File: src/include/slot_ctrl_pkg.sv
// Constants shared by the dual-slot card control register bank.
// Assumes nothing beyond a tool that reads SystemVerilog packages.
package slot_ctrl_pkg;

  // -----------------------------------------------------------------
  // Command bytes that select a register.
  // -----------------------------------------------------------------
  localparam logic [7:0] ADDR_HW_ID   = 8'h00; // Hardware identification.
  localparam logic [7:0] ADDR_DRV_VER = 8'h01; // Driver version.
  localparam logic [7:0] ADDR_STATUS  = 8'h04; // Slot status.
  localparam logic [7:0] ADDR_CONTROL = 8'h08; // Slot control.

  // -----------------------------------------------------------------
  // Reset values.
  // -----------------------------------------------------------------
  localparam logic [7:0] CONTROL_RESET        = 8'h00; // Control after reset.
  localparam logic [7:0] DRIVER_VERSION_RESET = 8'h00; // Version after reset.
  localparam logic [7:0] UNMAPPED_READ        = 8'h00; // Answer to other commands.

  // -----------------------------------------------------------------
  // Serial target addresses chosen by the strap level.
  // -----------------------------------------------------------------
  localparam logic [6:0] TARGET_ADDR_STRAP_LOW  = 7'h3C; // Strap low.
  localparam logic [6:0] TARGET_ADDR_STRAP_HIGH = 7'h3D; // Strap high.

  // -----------------------------------------------------------------
  // Field layout: each slot owns one nibble of the control register.
  // -----------------------------------------------------------------
  localparam int SLOT_COUNT     = 2; // Number of card slots.
  localparam int CTL_SLOT_SPAN  = 4; // Control bits per slot.
  localparam int CTL_EN_POS     = 0; // Regulator enable inside a nibble.
  localparam int CTL_VSEL_POS   = 1; // Voltage select inside a nibble.
  localparam int CTL_STATE_POS  = 2; // State field inside a nibble.
  localparam int STAT_FIELD_POS = 4; // First status field in status byte.
  localparam int STAT_SPAN      = 2; // Status bits per slot.

  // Interface state and status codes.
  typedef enum logic [1:0] {
    ST_DOWN     = 2'b00, // Powered down, pull-downs on.
    ST_ISOLATED = 2'b01, // Isolated, pull-downs off.
    ST_POWERED  = 2'b10, // Powered, pull-downs on.
    ST_ACTIVE   = 2'b11  // Active, pull-downs off.
  } slot_state_t;

  // Serial engine states.
  typedef enum logic [2:0] {
    ENG_IDLE    = 3'b000, // Waiting for a start condition.
    ENG_RX      = 3'b001, // Shifting a byte in.
    ENG_RX_DONE = 3'b010, // Byte in, waiting for clock low.
    ENG_ACK     = 3'b011, // Acknowledge bit on the wire, own or the controller's.
    ENG_TX      = 3'b100, // Shifting a byte out.
    ENG_MACK    = 3'b101  // Controller acknowledge of a read byte.
  } eng_state_t;

endpackage : slot_ctrl_pkg

File: src/rtl/i2c_target_engine.sv
// Byte level two-wire serial target with acknowledge handling.
// Assumes bus pins already synchronous to clock_in and an external pull-up.
`timescale 1ns/1ns
`default_nettype none
module i2c_target_engine (
  // Clock and synchronised reset.
  input  wire logic       clock_in,
  input  wire logic       rst_n_in,
  // Bus pins sampled as levels.
  input  wire logic       scl_in,
  input  wire logic       sda_in,
  output logic            sda_oe_out,
  // Register side.
  input  wire logic [6:0] dev_addr_in,
  input  wire logic [7:0] rd_data_in,
  output logic            wr_stb_out,
  output logic            wr_first_out,
  output logic [7:0]      wr_byte_out,
  output logic            rd_stb_out
);
  import slot_ctrl_pkg::*;

  // -----------------------------------------------------------------
  // State.
  // -----------------------------------------------------------------
  eng_state_t state_q, state_d; // Engine state.
  logic [2:0] cnt_q, cnt_d;     // Bit counter.
  logic [7:0] shift_q, shift_d; // Shift register.
  logic       oe_q, oe_d;       // Pull data low while set.
  logic       first_q, first_d; // Next written byte is the command byte.
  logic       rw_q, rw_d;       // Transfer direction, set for reads.
  logic       aph_q, aph_d;     // Address byte phase.
  logic       scl_q, sda_q;     // Previous pin levels.
  logic       start, stop, rise, fall;

  // Bus conditions seen between two samples.
  assign start = scl_in & scl_q & sda_q & ~sda_in;
  assign stop  = scl_in & scl_q & ~sda_q & sda_in;
  assign rise  = scl_in & ~scl_q;
  assign fall  = ~scl_in & scl_q;

  // -----------------------------------------------------------------
  // Next state; start and stop override any byte in progress.
  // -----------------------------------------------------------------
  always_comb begin
    state_d    = state_q;
    cnt_d      = cnt_q;
    shift_d    = shift_q;
    oe_d       = oe_q;
    first_d    = first_q;
    rw_d       = rw_q;
    aph_d      = aph_q;
    wr_stb_out = 1'b0;
    rd_stb_out = 1'b0;
    if (start) begin
      state_d = ENG_RX;
      cnt_d   = 3'h0;
      oe_d    = 1'b0;
      first_d = 1'b1;
      aph_d   = 1'b1;
      rw_d    = 1'b0;
    end else if (stop) begin
      state_d = ENG_IDLE;
      oe_d    = 1'b0;
    end else begin
      case (state_q)
        ENG_RX: begin
          // Data is taken on the rising clock edge.
          if (rise) begin
            shift_d = {shift_q[6:0], sda_in};
            cnt_d   = cnt_q + 3'h1;
            if (cnt_q == 3'h7) begin
              state_d = ENG_RX_DONE;
            end
          end
        end
        ENG_RX_DONE: begin
          if (fall) begin
            if (aph_q) begin
              // Acknowledge only our own address.
              if (shift_q[7:1] == dev_addr_in) begin
                oe_d    = 1'b1;
                rw_d    = shift_q[0];
                aph_d   = 1'b0;
                state_d = ENG_ACK;
              end else begin
                state_d = ENG_IDLE;
              end
            end else begin
              // Hand the byte over and acknowledge it.
              wr_stb_out = 1'b1;
              first_d    = 1'b0;
              oe_d       = 1'b1;
              state_d    = ENG_ACK;
            end
          end
        end
        ENG_ACK: begin
          if (fall) begin
            cnt_d = 3'h0;
            if (rw_q) begin
              // Load the read byte and drive its first bit.
              rd_stb_out = 1'b1;
              shift_d    = rd_data_in;
              oe_d       = ~rd_data_in[7];
              state_d    = ENG_TX;
            end else begin
              oe_d    = 1'b0;
              state_d = ENG_RX;
            end
          end
        end
        ENG_TX: begin
          if (fall) begin
            cnt_d = cnt_q + 3'h1;
            if (cnt_q == 3'h7) begin
              oe_d    = 1'b0;
              state_d = ENG_MACK;
            end else begin
              shift_d = {shift_q[6:0], 1'b0};
              oe_d    = ~shift_q[6];
            end
          end
        end
        ENG_MACK: begin
          // A not-acknowledge ends the read.
          if (rise) begin
            state_d = sda_in ? ENG_IDLE : ENG_ACK;
          end
        end
        default: begin
          state_d = ENG_IDLE;
        end
      endcase
    end
  end

  // Registers only.
  always_ff @(posedge clock_in or negedge rst_n_in) begin
    if (!rst_n_in) begin
      state_q <= ENG_IDLE;
      cnt_q   <= 3'h0;
      shift_q <= 8'h00;
      oe_q    <= 1'b0;
      first_q <= 1'b1;
      rw_q    <= 1'b0;
      aph_q   <= 1'b0;
      scl_q   <= 1'b1;
      sda_q   <= 1'b1;
    end else begin
      state_q <= state_d;
      cnt_q   <= cnt_d;
      shift_q <= shift_d;
      oe_q    <= oe_d;
      first_q <= first_d;
      rw_q    <= rw_d;
      aph_q   <= aph_d;
      scl_q   <= scl_in;
      sda_q   <= sda_in;
    end
  end

  assign sda_oe_out   = oe_q;
  assign wr_first_out = first_q;
  assign wr_byte_out  = shift_q;

endmodule : i2c_target_engine
`default_nettype wire

File: src/rtl/slot_control_regs.sv
// Register bank of a dual-slot card multiplexer behind a serial target.
// Assumes bus pins synchronous to clock_in; pins are pulled up outside.
//
// What this block does
// - Command 00h reads fixed identification byte.
// - Command 01h reads driver version, zero.
// - Status 04h: slot one 5:4, two 7:6.
// - Status codes down, isolated, powered, active.
// - Status from state field and regulator bit.
// - Control at 08h read/write, resets zero.
// - Bits 0 and 4 switch slot regulators.
// - Bits 1 and 5 select 1.8/2.95 V.
// - Bits 3:2 and 7:6 set slot state.
// - State 10 is stored; host must not write it.
// - State and regulator bits stay independent.
// - Strap level at reset picks address 3Ch/3Dh.
// - Reset restores defaults, regulators off 1.8 V.
`timescale 1ns/1ns
`default_nettype none
module slot_control_regs #(
  parameter logic [7:0] HW_ID       = 8'h5A, // Arbitrary identification value.
  parameter logic [7:0] DRIVER_VERS = slot_ctrl_pkg::DRIVER_VERSION_RESET
) (
  // Clock and host reset.
  input  wire logic       clock_in,
  input  wire logic       arst_n_in,
  // Serial bus pins and address strap.
  input  wire logic       scl_in,
  input  wire logic       sda_in,
  output logic            sda_out,
  output logic            sda_oe_out,
  input  wire logic       irq_level_in,
  // Slot one controls.
  output logic            slot_one_supply_en_out,
  output logic            slot_one_supply_hi_out,
  output logic [1:0]      slot_one_state_out,
  // Slot two controls.
  output logic            slot_two_supply_en_out,
  output logic            slot_two_supply_hi_out,
  output logic [1:0]      slot_two_state_out
);
  import slot_ctrl_pkg::*;

  // -----------------------------------------------------------------
  // Reset release through two flip-flops.
  // -----------------------------------------------------------------
  logic [1:0] rst_sync_q;   // Synchroniser chain.
  logic       rst_n;        // Released reset copy.

  // Host reset is asynchronous on entry and released on the clock.
  always_ff @(posedge clock_in or negedge arst_n_in) begin
    if (!arst_n_in) begin
      rst_sync_q <= 2'b00;
    end else begin
      rst_sync_q <= {rst_sync_q[0], 1'b1};
    end
  end
  assign rst_n = rst_sync_q[1];

  // -----------------------------------------------------------------
  // Address strap, caught on the first edge after release.
  // -----------------------------------------------------------------
  logic       strap_done_q, strap_done_d; // Strap taken.
  logic       addr_sel_q, addr_sel_d;     // Strap level held.
  logic [6:0] dev_addr;                   // Own serial address.

  // The strap is sampled once; later pin activity is ignored.
  always_comb begin
    strap_done_d = 1'b1;
    addr_sel_d   = addr_sel_q;
    if (!strap_done_q) begin
      addr_sel_d = irq_level_in;
    end
  end

  always_ff @(posedge clock_in or negedge rst_n) begin
    if (!rst_n) begin
      strap_done_q <= 1'b0;
      addr_sel_q   <= 1'b0;
    end else begin
      strap_done_q <= strap_done_d;
      addr_sel_q   <= addr_sel_d;
    end
  end
  assign dev_addr = addr_sel_q ? TARGET_ADDR_STRAP_HIGH : TARGET_ADDR_STRAP_LOW;

  // -----------------------------------------------------------------
  // Serial engine; held in reset until the strap is known.
  // -----------------------------------------------------------------
  logic       wr_stb;   // Written byte strobe.
  logic       wr_first; // Byte is the command byte.
  logic [7:0] wr_byte;  // Written byte.
  logic       rd_stb;   // Read byte taken.
  logic [7:0] rd_data;  // Register selected for reading.

  i2c_target_engine u_engine (
    .clock_in     (clock_in),
    .rst_n_in     (strap_done_q),
    .scl_in       (scl_in),
    .sda_in       (sda_in),
    .sda_oe_out   (sda_oe_out),
    .dev_addr_in  (dev_addr),
    .rd_data_in   (rd_data),
    .wr_stb_out   (wr_stb),
    .wr_first_out (wr_first),
    .wr_byte_out  (wr_byte),
    .rd_stb_out   (rd_stb)
  );
  assign sda_out = 1'b0; // Open drain: only ever pulls low.

  // -----------------------------------------------------------------
  // Command pointer and control register.
  // -----------------------------------------------------------------
  logic [7:0] cmd_q, cmd_d;         // Selected register.
  logic [7:0] control_q, control_d; // Slot control.

  // The first byte after the address selects; later bytes write it.
  always_comb begin
    cmd_d     = cmd_q;
    control_d = control_q;
    if (wr_stb) begin
      if (wr_first) begin
        cmd_d = wr_byte;
      end else if (cmd_q == ADDR_CONTROL) begin
        control_d = wr_byte;
      end
      // Other commands are read-only; their writes fall away.
    end
  end

  always_ff @(posedge clock_in or negedge rst_n) begin
    if (!rst_n) begin
      cmd_q     <= ADDR_HW_ID;
      control_q <= CONTROL_RESET;
    end else begin
      cmd_q     <= cmd_d;
      control_q <= control_d;
    end
  end

  // -----------------------------------------------------------------
  // Per-slot decode of controls and status.
  // -----------------------------------------------------------------
  logic [SLOT_COUNT-1:0] supply_en;                 // Regulator on.
  logic [SLOT_COUNT-1:0] supply_hi;                 // High voltage chosen.
  logic [1:0]            slot_state [SLOT_COUNT];   // Written state.
  logic [1:0]            slot_status [SLOT_COUNT];  // Reported status.

  for (genvar s = 0; s < SLOT_COUNT; s++) begin : g_slot
    assign supply_en[s]  = control_q[s*CTL_SLOT_SPAN+CTL_EN_POS];
    assign supply_hi[s]  = control_q[s*CTL_SLOT_SPAN+CTL_VSEL_POS];
    assign slot_state[s] = control_q[s*CTL_SLOT_SPAN+CTL_STATE_POS +: 2];
    // A powered-down state with the regulator on reports as powered.
    assign slot_status[s] = (slot_state[s] == ST_DOWN && supply_en[s])
                            ? ST_POWERED : slot_state[s];
  end

  assign slot_one_supply_en_out = supply_en[0];
  assign slot_one_supply_hi_out = supply_hi[0];
  assign slot_one_state_out     = slot_state[0];
  assign slot_two_supply_en_out = supply_en[1];
  assign slot_two_supply_hi_out = supply_hi[1];
  assign slot_two_state_out     = slot_state[1];

  // -----------------------------------------------------------------
  // Read multiplexer.
  // -----------------------------------------------------------------
  always_comb begin
    case (cmd_q)
      ADDR_HW_ID:   rd_data = HW_ID;
      ADDR_DRV_VER: rd_data = DRIVER_VERS;
      ADDR_STATUS:  rd_data = {slot_status[1], slot_status[0], 4'h0};
      ADDR_CONTROL: rd_data = control_q;
      default:      rd_data = UNMAPPED_READ;
    endcase
  end
endmodule : slot_control_regs
`default_nettype wire
File: config.mk
export PLATFORM = sky130hd
export DESIGN_NAME = slot_control_regs
export DESIGN_NICKNAME = d
export VERILOG_FILES = /design/src/include/slot_ctrl_pkg.sv /design/src/rtl/i2c_target_engine.sv /design/src/rtl/slot_control_regs.sv
export SDC_FILE = /design/constraint.sdc
export NUM_CORES = 1
export LEC_CHECK = 0
export ABC_CLOCK_PERIOD_IN_PS = 1300
export BUFFER_PORTS_ARGS = -buffer_cell sky130_fd_sc_hd__buf_2
export CORE_ASPECT_RATIO = 1.4
export CORE_MARGIN = 2
export CORE_UTILIZATION = 55
export CTS_CLUSTER_SIZE = 30
export DETAILED_ROUTE_END_ITERATION = 8
export PLACE_DENSITY = 0.75
export REMOVE_ABC_BUFFERS = 1
export SKIP_CTS_REPAIR_TIMING = 1
export SLEW_MARGIN = 40
export SYNTH_ARGS = -nofsm -noshare
export SYNTH_HDL_FRONTEND = slang
export SYNTH_SLANG_ARGS = --single-unit
File: constraint.sdc
create_clock -name clock_in -period 1.3 [get_ports clock_in]
set_input_delay 0.39 -clock clock_in [delete_from_list [all_inputs] [get_ports clock_in]]
set_output_delay 0.39 -clock clock_in [all_outputs]
set_load 0.01 [all_outputs]
* After elaboration in Yosys (flattened, before gate mapping)
Index checks and enable logic that the tools add are counted.
** Word-level totals
- Word-level logic and storage cells :: 141
- Output and inout bits :: 10
- Input bits :: 5
- Register bits after elaboration :: 40
** Cells by class
- Bitwise gates (word level) :: 16
- $add $sub $neg :: 1
- Multiplexer cells :: 62
- Equal/unequal tests :: 27
- Reduce and logical (&&, ||, !) cells :: 21
** Operators by type and width (count)
- $pmux 8 s3 :: 2
- $mux 3 :: 15
- $mux 8 :: 5
- $mux 1 :: 32
- $ne 4x1->1 const B :: 7
- $pmux 3 s5 :: 1
- $reduce_and 5->1 :: 3
- $mux 2 :: 5
- $ne 2x1->1 const B :: 5
- $eq 3x3->1 const B :: 3
- $ne 3x1->1 const B :: 3
- $not 1->1 :: 9
- $pmux 3 s3 :: 1
- $eq 8x3->1 const B :: 1
- $eq 8x4->1 const B :: 1
- $logic_not 8->1 :: 1
- $reduce_and 8->1 :: 1
- $reduce_bool 2->1 :: 4
- $and 1x1->1 :: 7
- $eq 7x6->1 :: 1
- $reduce_and 7->1 :: 1
- $eq 3x2->1 const B :: 2
- $reduce_and 3->1 :: 2
- $ne 5x5->1 const B :: 1
- 11 further kinds :: 14

* Logic depth before layout (Yosys ltp)
- Depth in word-level cells :: 10
- Gate-level depth with buffers :: 7
- Depth with buffers taken out :: 7

* By module
From an unflattened synthesis, not the netlist that was laid out.
** Second synthesis, totals
- Cell total of the unflattened synthesis :: 226
- Area, all modules :: 2299.7 µm²
** Modules (own cells, without submodules)
- i2c_target_engine :: instances 1, cells an instance 156, area an instance 1396.3 µm²
- slot_control_regs :: instances 1, cells an instance 70, area an instance 903.4 µm²

* Worst setup path before layout
No wires, ideal clock.
- Kind :: reg2reg
- Start point :: register u_engine.state_q[0]
- End point :: register control_q[0]
- Required time :: 1.175 ns
- Slack :: -0.786 ns
- Setup time :: 0.125 ns
- Arrival :: 1.960 ns
- Cell stages (with the launch flop) :: 6
- Buffers on the path :: 1
- Cell sequence :: dfrtp_1 -> or3b_1 -> or3_1 -> or4_1 -> buf_4 -> mux2_4
** Between the ends
- Longest elaborated chain between the ends :: 5
** Ends and longest elaborated chain
- from (decl) :: RTL line i2c_target_engine.sv:26 : eng_state_t state_q, state_d;
- from (signal assigned) :: RTL line i2c_target_engine.sv:151 : state_q <= state_d;
- $eq 3x2->1 :: RTL line i2c_target_engine.sv:66 : case (state_q)
- $mux 1 :: RTL line i2c_target_engine.sv:66
- $mux 1 :: RTL line i2c_target_engine.sv:62 : end else if (stop) begin
- $mux 1 :: RTL line i2c_target_engine.sv:55 : if (start) begin
- $reduce_and 3->1 (no line)
- to (signal assigned) :: RTL line slot_control_regs.sv:137 : control_q <= control_d;
- to (decl) :: RTL line slot_control_regs.sv:115 : logic [7:0] control_q, control_d;
No other way between the ends.
A chain may end at the register's enable or synchronous reset.

* Worst setup path in the final report
- Start point :: register u_engine.state_q[2]
- End point :: register control_q[0]
The elaborated chain is that of the path after synthesis.

==> results.txt <==
- Clk Latency, worst-skew pair: 0.30 ns
* Leakage power of the design: 1.46 nW
* Summed negative setup slack over all endpoints: -17.68 ns
- In this run the mean area of a mapped cell was between 10 and 15 um2.
* Commonest non-fill, non-tap cells in the layout: 50 x sky130_fd_sc_hd__buf_4, 37 x sky130_fd_sc_hd__dfrtp_1, 14 x sky130_fd_sc_hd__buf_6
* CTS root buf: sky130_fd_sc_hd__clkbuf_8
- Portion of synthesized cell area occupied by the leading cell type: 0.448
* EDFF count, synth: 0
- The startpoint identified for the worst register-to-register timing path is u_engine.state_q[2].
- For this block, the via count after detailed routing is 1,857.
- Along the worst path, the maximum fanout reaches 8.
- The hold violation count in the final report was 0.
- After the last flow step, the layout net total stands at 272.
- The flow ran to the end, but the final reports show violations.
- Yosys printed 0 warnings.
- The H-tree was split into 2 levels.
- Setup slack on the worst reg-to-reg path comes out at -0.85 ns.
* IO Pins: 15
- Summed over all nets, the half-perimeter wirelength after detailed placement is 3.88 mm.
- The synthesized netlist occupies a cell area of 0.00206 mm2.
- After clock tree synthesis, the clock-pin slew on the worst setup and hold paths is 0.08 ns.
- The worst setup path is captured at a flip-flop.
- Input and output buffers added on the ports amount to 13.
* Die width: 55.8 um
- TritonCTS built the clock tree.
- Footprint of the multi-input gates: 0.00116 mm2
* Data arrival time of the worst path: 2.32 ns
- GR Overflow Total: 0
- Sequential cell area fraction in the yosys report: 0.487
* Power per cell area: 933 mW/mm2
* Final ANT Viol Nets: 0
- In the post-synthesis netlist, the biggest area contributors are sky130_fd_sc_hd__dfrtp_1 45%, sky130_fd_sc_hd__mux2_4 5.8%, sky130_fd_sc_hd__mux2_1 5.5%.
* Count of final setup violators: 39
* Clock buffer depth: 2
* Via count of the first global-routing pass: 1,801
- The first global-routing pass estimated 8.19 mm of wire.
- Skew final: about 0.011 ns
- Max Clock Freq: 0.466 GHz
* Fill cell count: 202
- Setup WS pre-CTS: -0.828 ns
* Total non-filler cell area in the finished layout: 0.00292 mm2
- Number of clock sinks seen by CTS: 40
- The number of antenna diodes in the final layout is 0.
- The completed layout was analyzed and its total power is about 2.7 mW.
- Routability-driven placement finished with a final weighted congestion of 0.944.
- Remaining DRCs: 0
* Count of state elements after synthesis: 40
* Max cap viols: 0
- Overall global routing resource usage: 0.253
- Buffers inserted during clock tree synthesis total 5.
- Post-DP Area: 0.00254 mm2
- The initial antenna violation count was 0.
- Summing all flip-flop and latch instances after layout gives 0.00100 mm2.
- Count of cell types in the netlist: 46
- Max-slew violations: 0
* Post-synth top flop: sky130_fd_sc_hd__dfrtp_1
- Die Outline Area: between 0.004 and 0.005 mm2
* Worst-case setup margin in the final layout: -0.846 ns
- The initial utilization of the core area, before any placement, comes to 0.572.
* Worst Hold Class: reg -> async
* Worst ir drop on vdd: about 1.3 mV
* Proportion of layout cells with a drive suffix above 1: 0.466
- Relative to the synthesized area, the layout overhead comes to 41.6%.
- Of all flip-flops after synthesis, the portion carrying an async set or reset was 1.00.
- First-pass DRT Iterations: 4
- Largest net degree at the start of global routing: 21
- Crit start category: flip-flop
* Height of the chip: 76.5 um
- STA puts the critical path data required time at 1.48 ns.
* Sum of routed wire length over all layers: 5.79 mm
* Detail-routed net length per standard cell: 18.8 um
- Violations in the final reports: setup timing
* Via-to-Cell Ratio: 6.03
* Row count: 26
- The detailed router finished its first iteration with 141 violations.
* Setup repair after global routing missed its margin: true
- In the finished design, the share of the clock period the worst path needs comes to 1.65.
- Mapped Cells: 191
* Final critical path time including I/O delays and setup: between 2 and 2.5 ns
- The library cell used most frequently in the layout, excluding fill and tap cells, is sky130_fd_sc_hd__buf_4.
* Area of the placeable core: roughly 0.0036 mm2
- The most critical setup path has its startpoint at u_engine.state_q[2].
* Leading area contributor after synthesis: sky130_fd_sc_hd__dfrtp_1
* Critical path type: reg -> reg
==> worst max-delay path, cell delays in order (launching register included) <==
cell and delay (ns):
sky130_fd_sc_hd__dfrtp_1 0.38, sky130_fd_sc_hd__or3b_4 0.41, sky130_fd_sc_hd__or3_4 0.34, sky130_fd_sc_hd__or4_4 0.42
sky130_fd_sc_hd__buf_6 0.17, sky130_fd_sc_hd__mux2_4 0.31
==> cells in the mapped netlist, types with 3 or more instances <==
| master | n |
|---|---|
| sky130_fd_sc_hd__clkbuf_1 | 5 |
| sky130_fd_sc_hd__a21o_1 | 3 |
| sky130_fd_sc_hd__or3_1 | 3 |
| sky130_fd_sc_hd__mux2_1 | 10 |
| sky130_fd_sc_hd__mux2_4 | 8 |
| sky130_fd_sc_hd__dfrtp_1 | 37 |
| sky130_fd_sc_hd__o31ai_1 | 4 |
| sky130_fd_sc_hd__nor2_1 | 14 |
| sky130_fd_sc_hd__nand2b_1 | 8 |
| sky130_fd_sc_hd__o21ai_0 | 3 |
| sky130_fd_sc_hd__inv_1 | 7 |
| sky130_fd_sc_hd__a21oi_1 | 13 |
| sky130_fd_sc_hd__nor2b_1 | 4 |
| sky130_fd_sc_hd__nand2_1 | 14 |
| sky130_fd_sc_hd__dfstp_2 | 3 |
| sky130_fd_sc_hd__o22ai_1 | 3 |
| sky130_fd_sc_hd__o21ai_1 | 3 |
| sky130_fd_sc_hd__mux2_2 | 9 |
| sky130_fd_sc_hd__a22o_1 | 4 |
==> layer usage <==
layer / wire, um / track usage / vias to the layer above
li1: - / - / 835
met1: 2110 / 0.257 / 909
met2: 3150 / 0.462 / 88
met3: 276 / 0.0594 / 25
met4: 258 / 0.141 / 0
met5: 0 / 0 / -
==> per-stage QoR <==
stage	util	hold slack, ns	instances
4_1_cts	0.729	-0.134	300
3_3_place_gp	0.704	0.174	292
6_report	0.809	0.180	308
5_1_grt	0.809	0.221	308
3_5_place_dp	0.704	0.176	292
2_1_floorplan	-	0.0944	185
==> where the power goes <==
part	total (mW)	switching, mW	internal (mW)
Combinational	0.485	0.243	0.242
Clock	0.837	0.405	0.432
Sequential	1.41	0.0711	1.33
==> kinds of logic after synthesis <==
| kind of cell | count (synthesis) | synth area share |
|---|---|---|
| other cells | 2 | 0.00364 |
| mux | 29 | 0.172 |
| buf+inv | 15 | 0.0309 |
| simple gates | 58 | 0.146 |
| compound gates | 44 | 0.145 |
| xor+xnor | 1 | 0.00424 |
| fa+ha+maj | 2 | 0.0121 |
| flops | 40 | 0.487 |
==> final timing paths <==
| kind | endpoint | cells after the start |
|---|---|---|
| max in group asynchronous | u_engine.sda_q | 1 |
| max reg2reg | control_q[0] | 5 |
| min reg2reg | control_q[5] | 1 |
| min in group clock_in | u_engine.scl_q | 2 |
| max | control_q[0] | 5 |
| min | control_q[5] | 1 |
==> flip-flops by register name (all words and copies together) (netlist names) <==
register               flops
u_engine.aph_q             1
u_engine.sda_oe_out        1
control_q                  8
u_engine.state_q           3
addr_sel_q                 1
rst_sync_q                 2
u_engine.scl_q             1
u_engine.wr_first_out      1
strap_done_q               1
u_engine.rw_q              1
u_engine.sda_q             1
cmd_q                      8
u_engine.wr_byte_out       8
u_engine.cnt_q             3
==> final cells by class <==
cell class              count  area share
multi-input cells         137       0.398
clock buffers               8      0.0308
repair buffers             73       0.199
well taps                  42      0.0180
inverters                   8      0.0103
flip-flops and latches     40       0.344
Power figures use the tool's default switching activity.
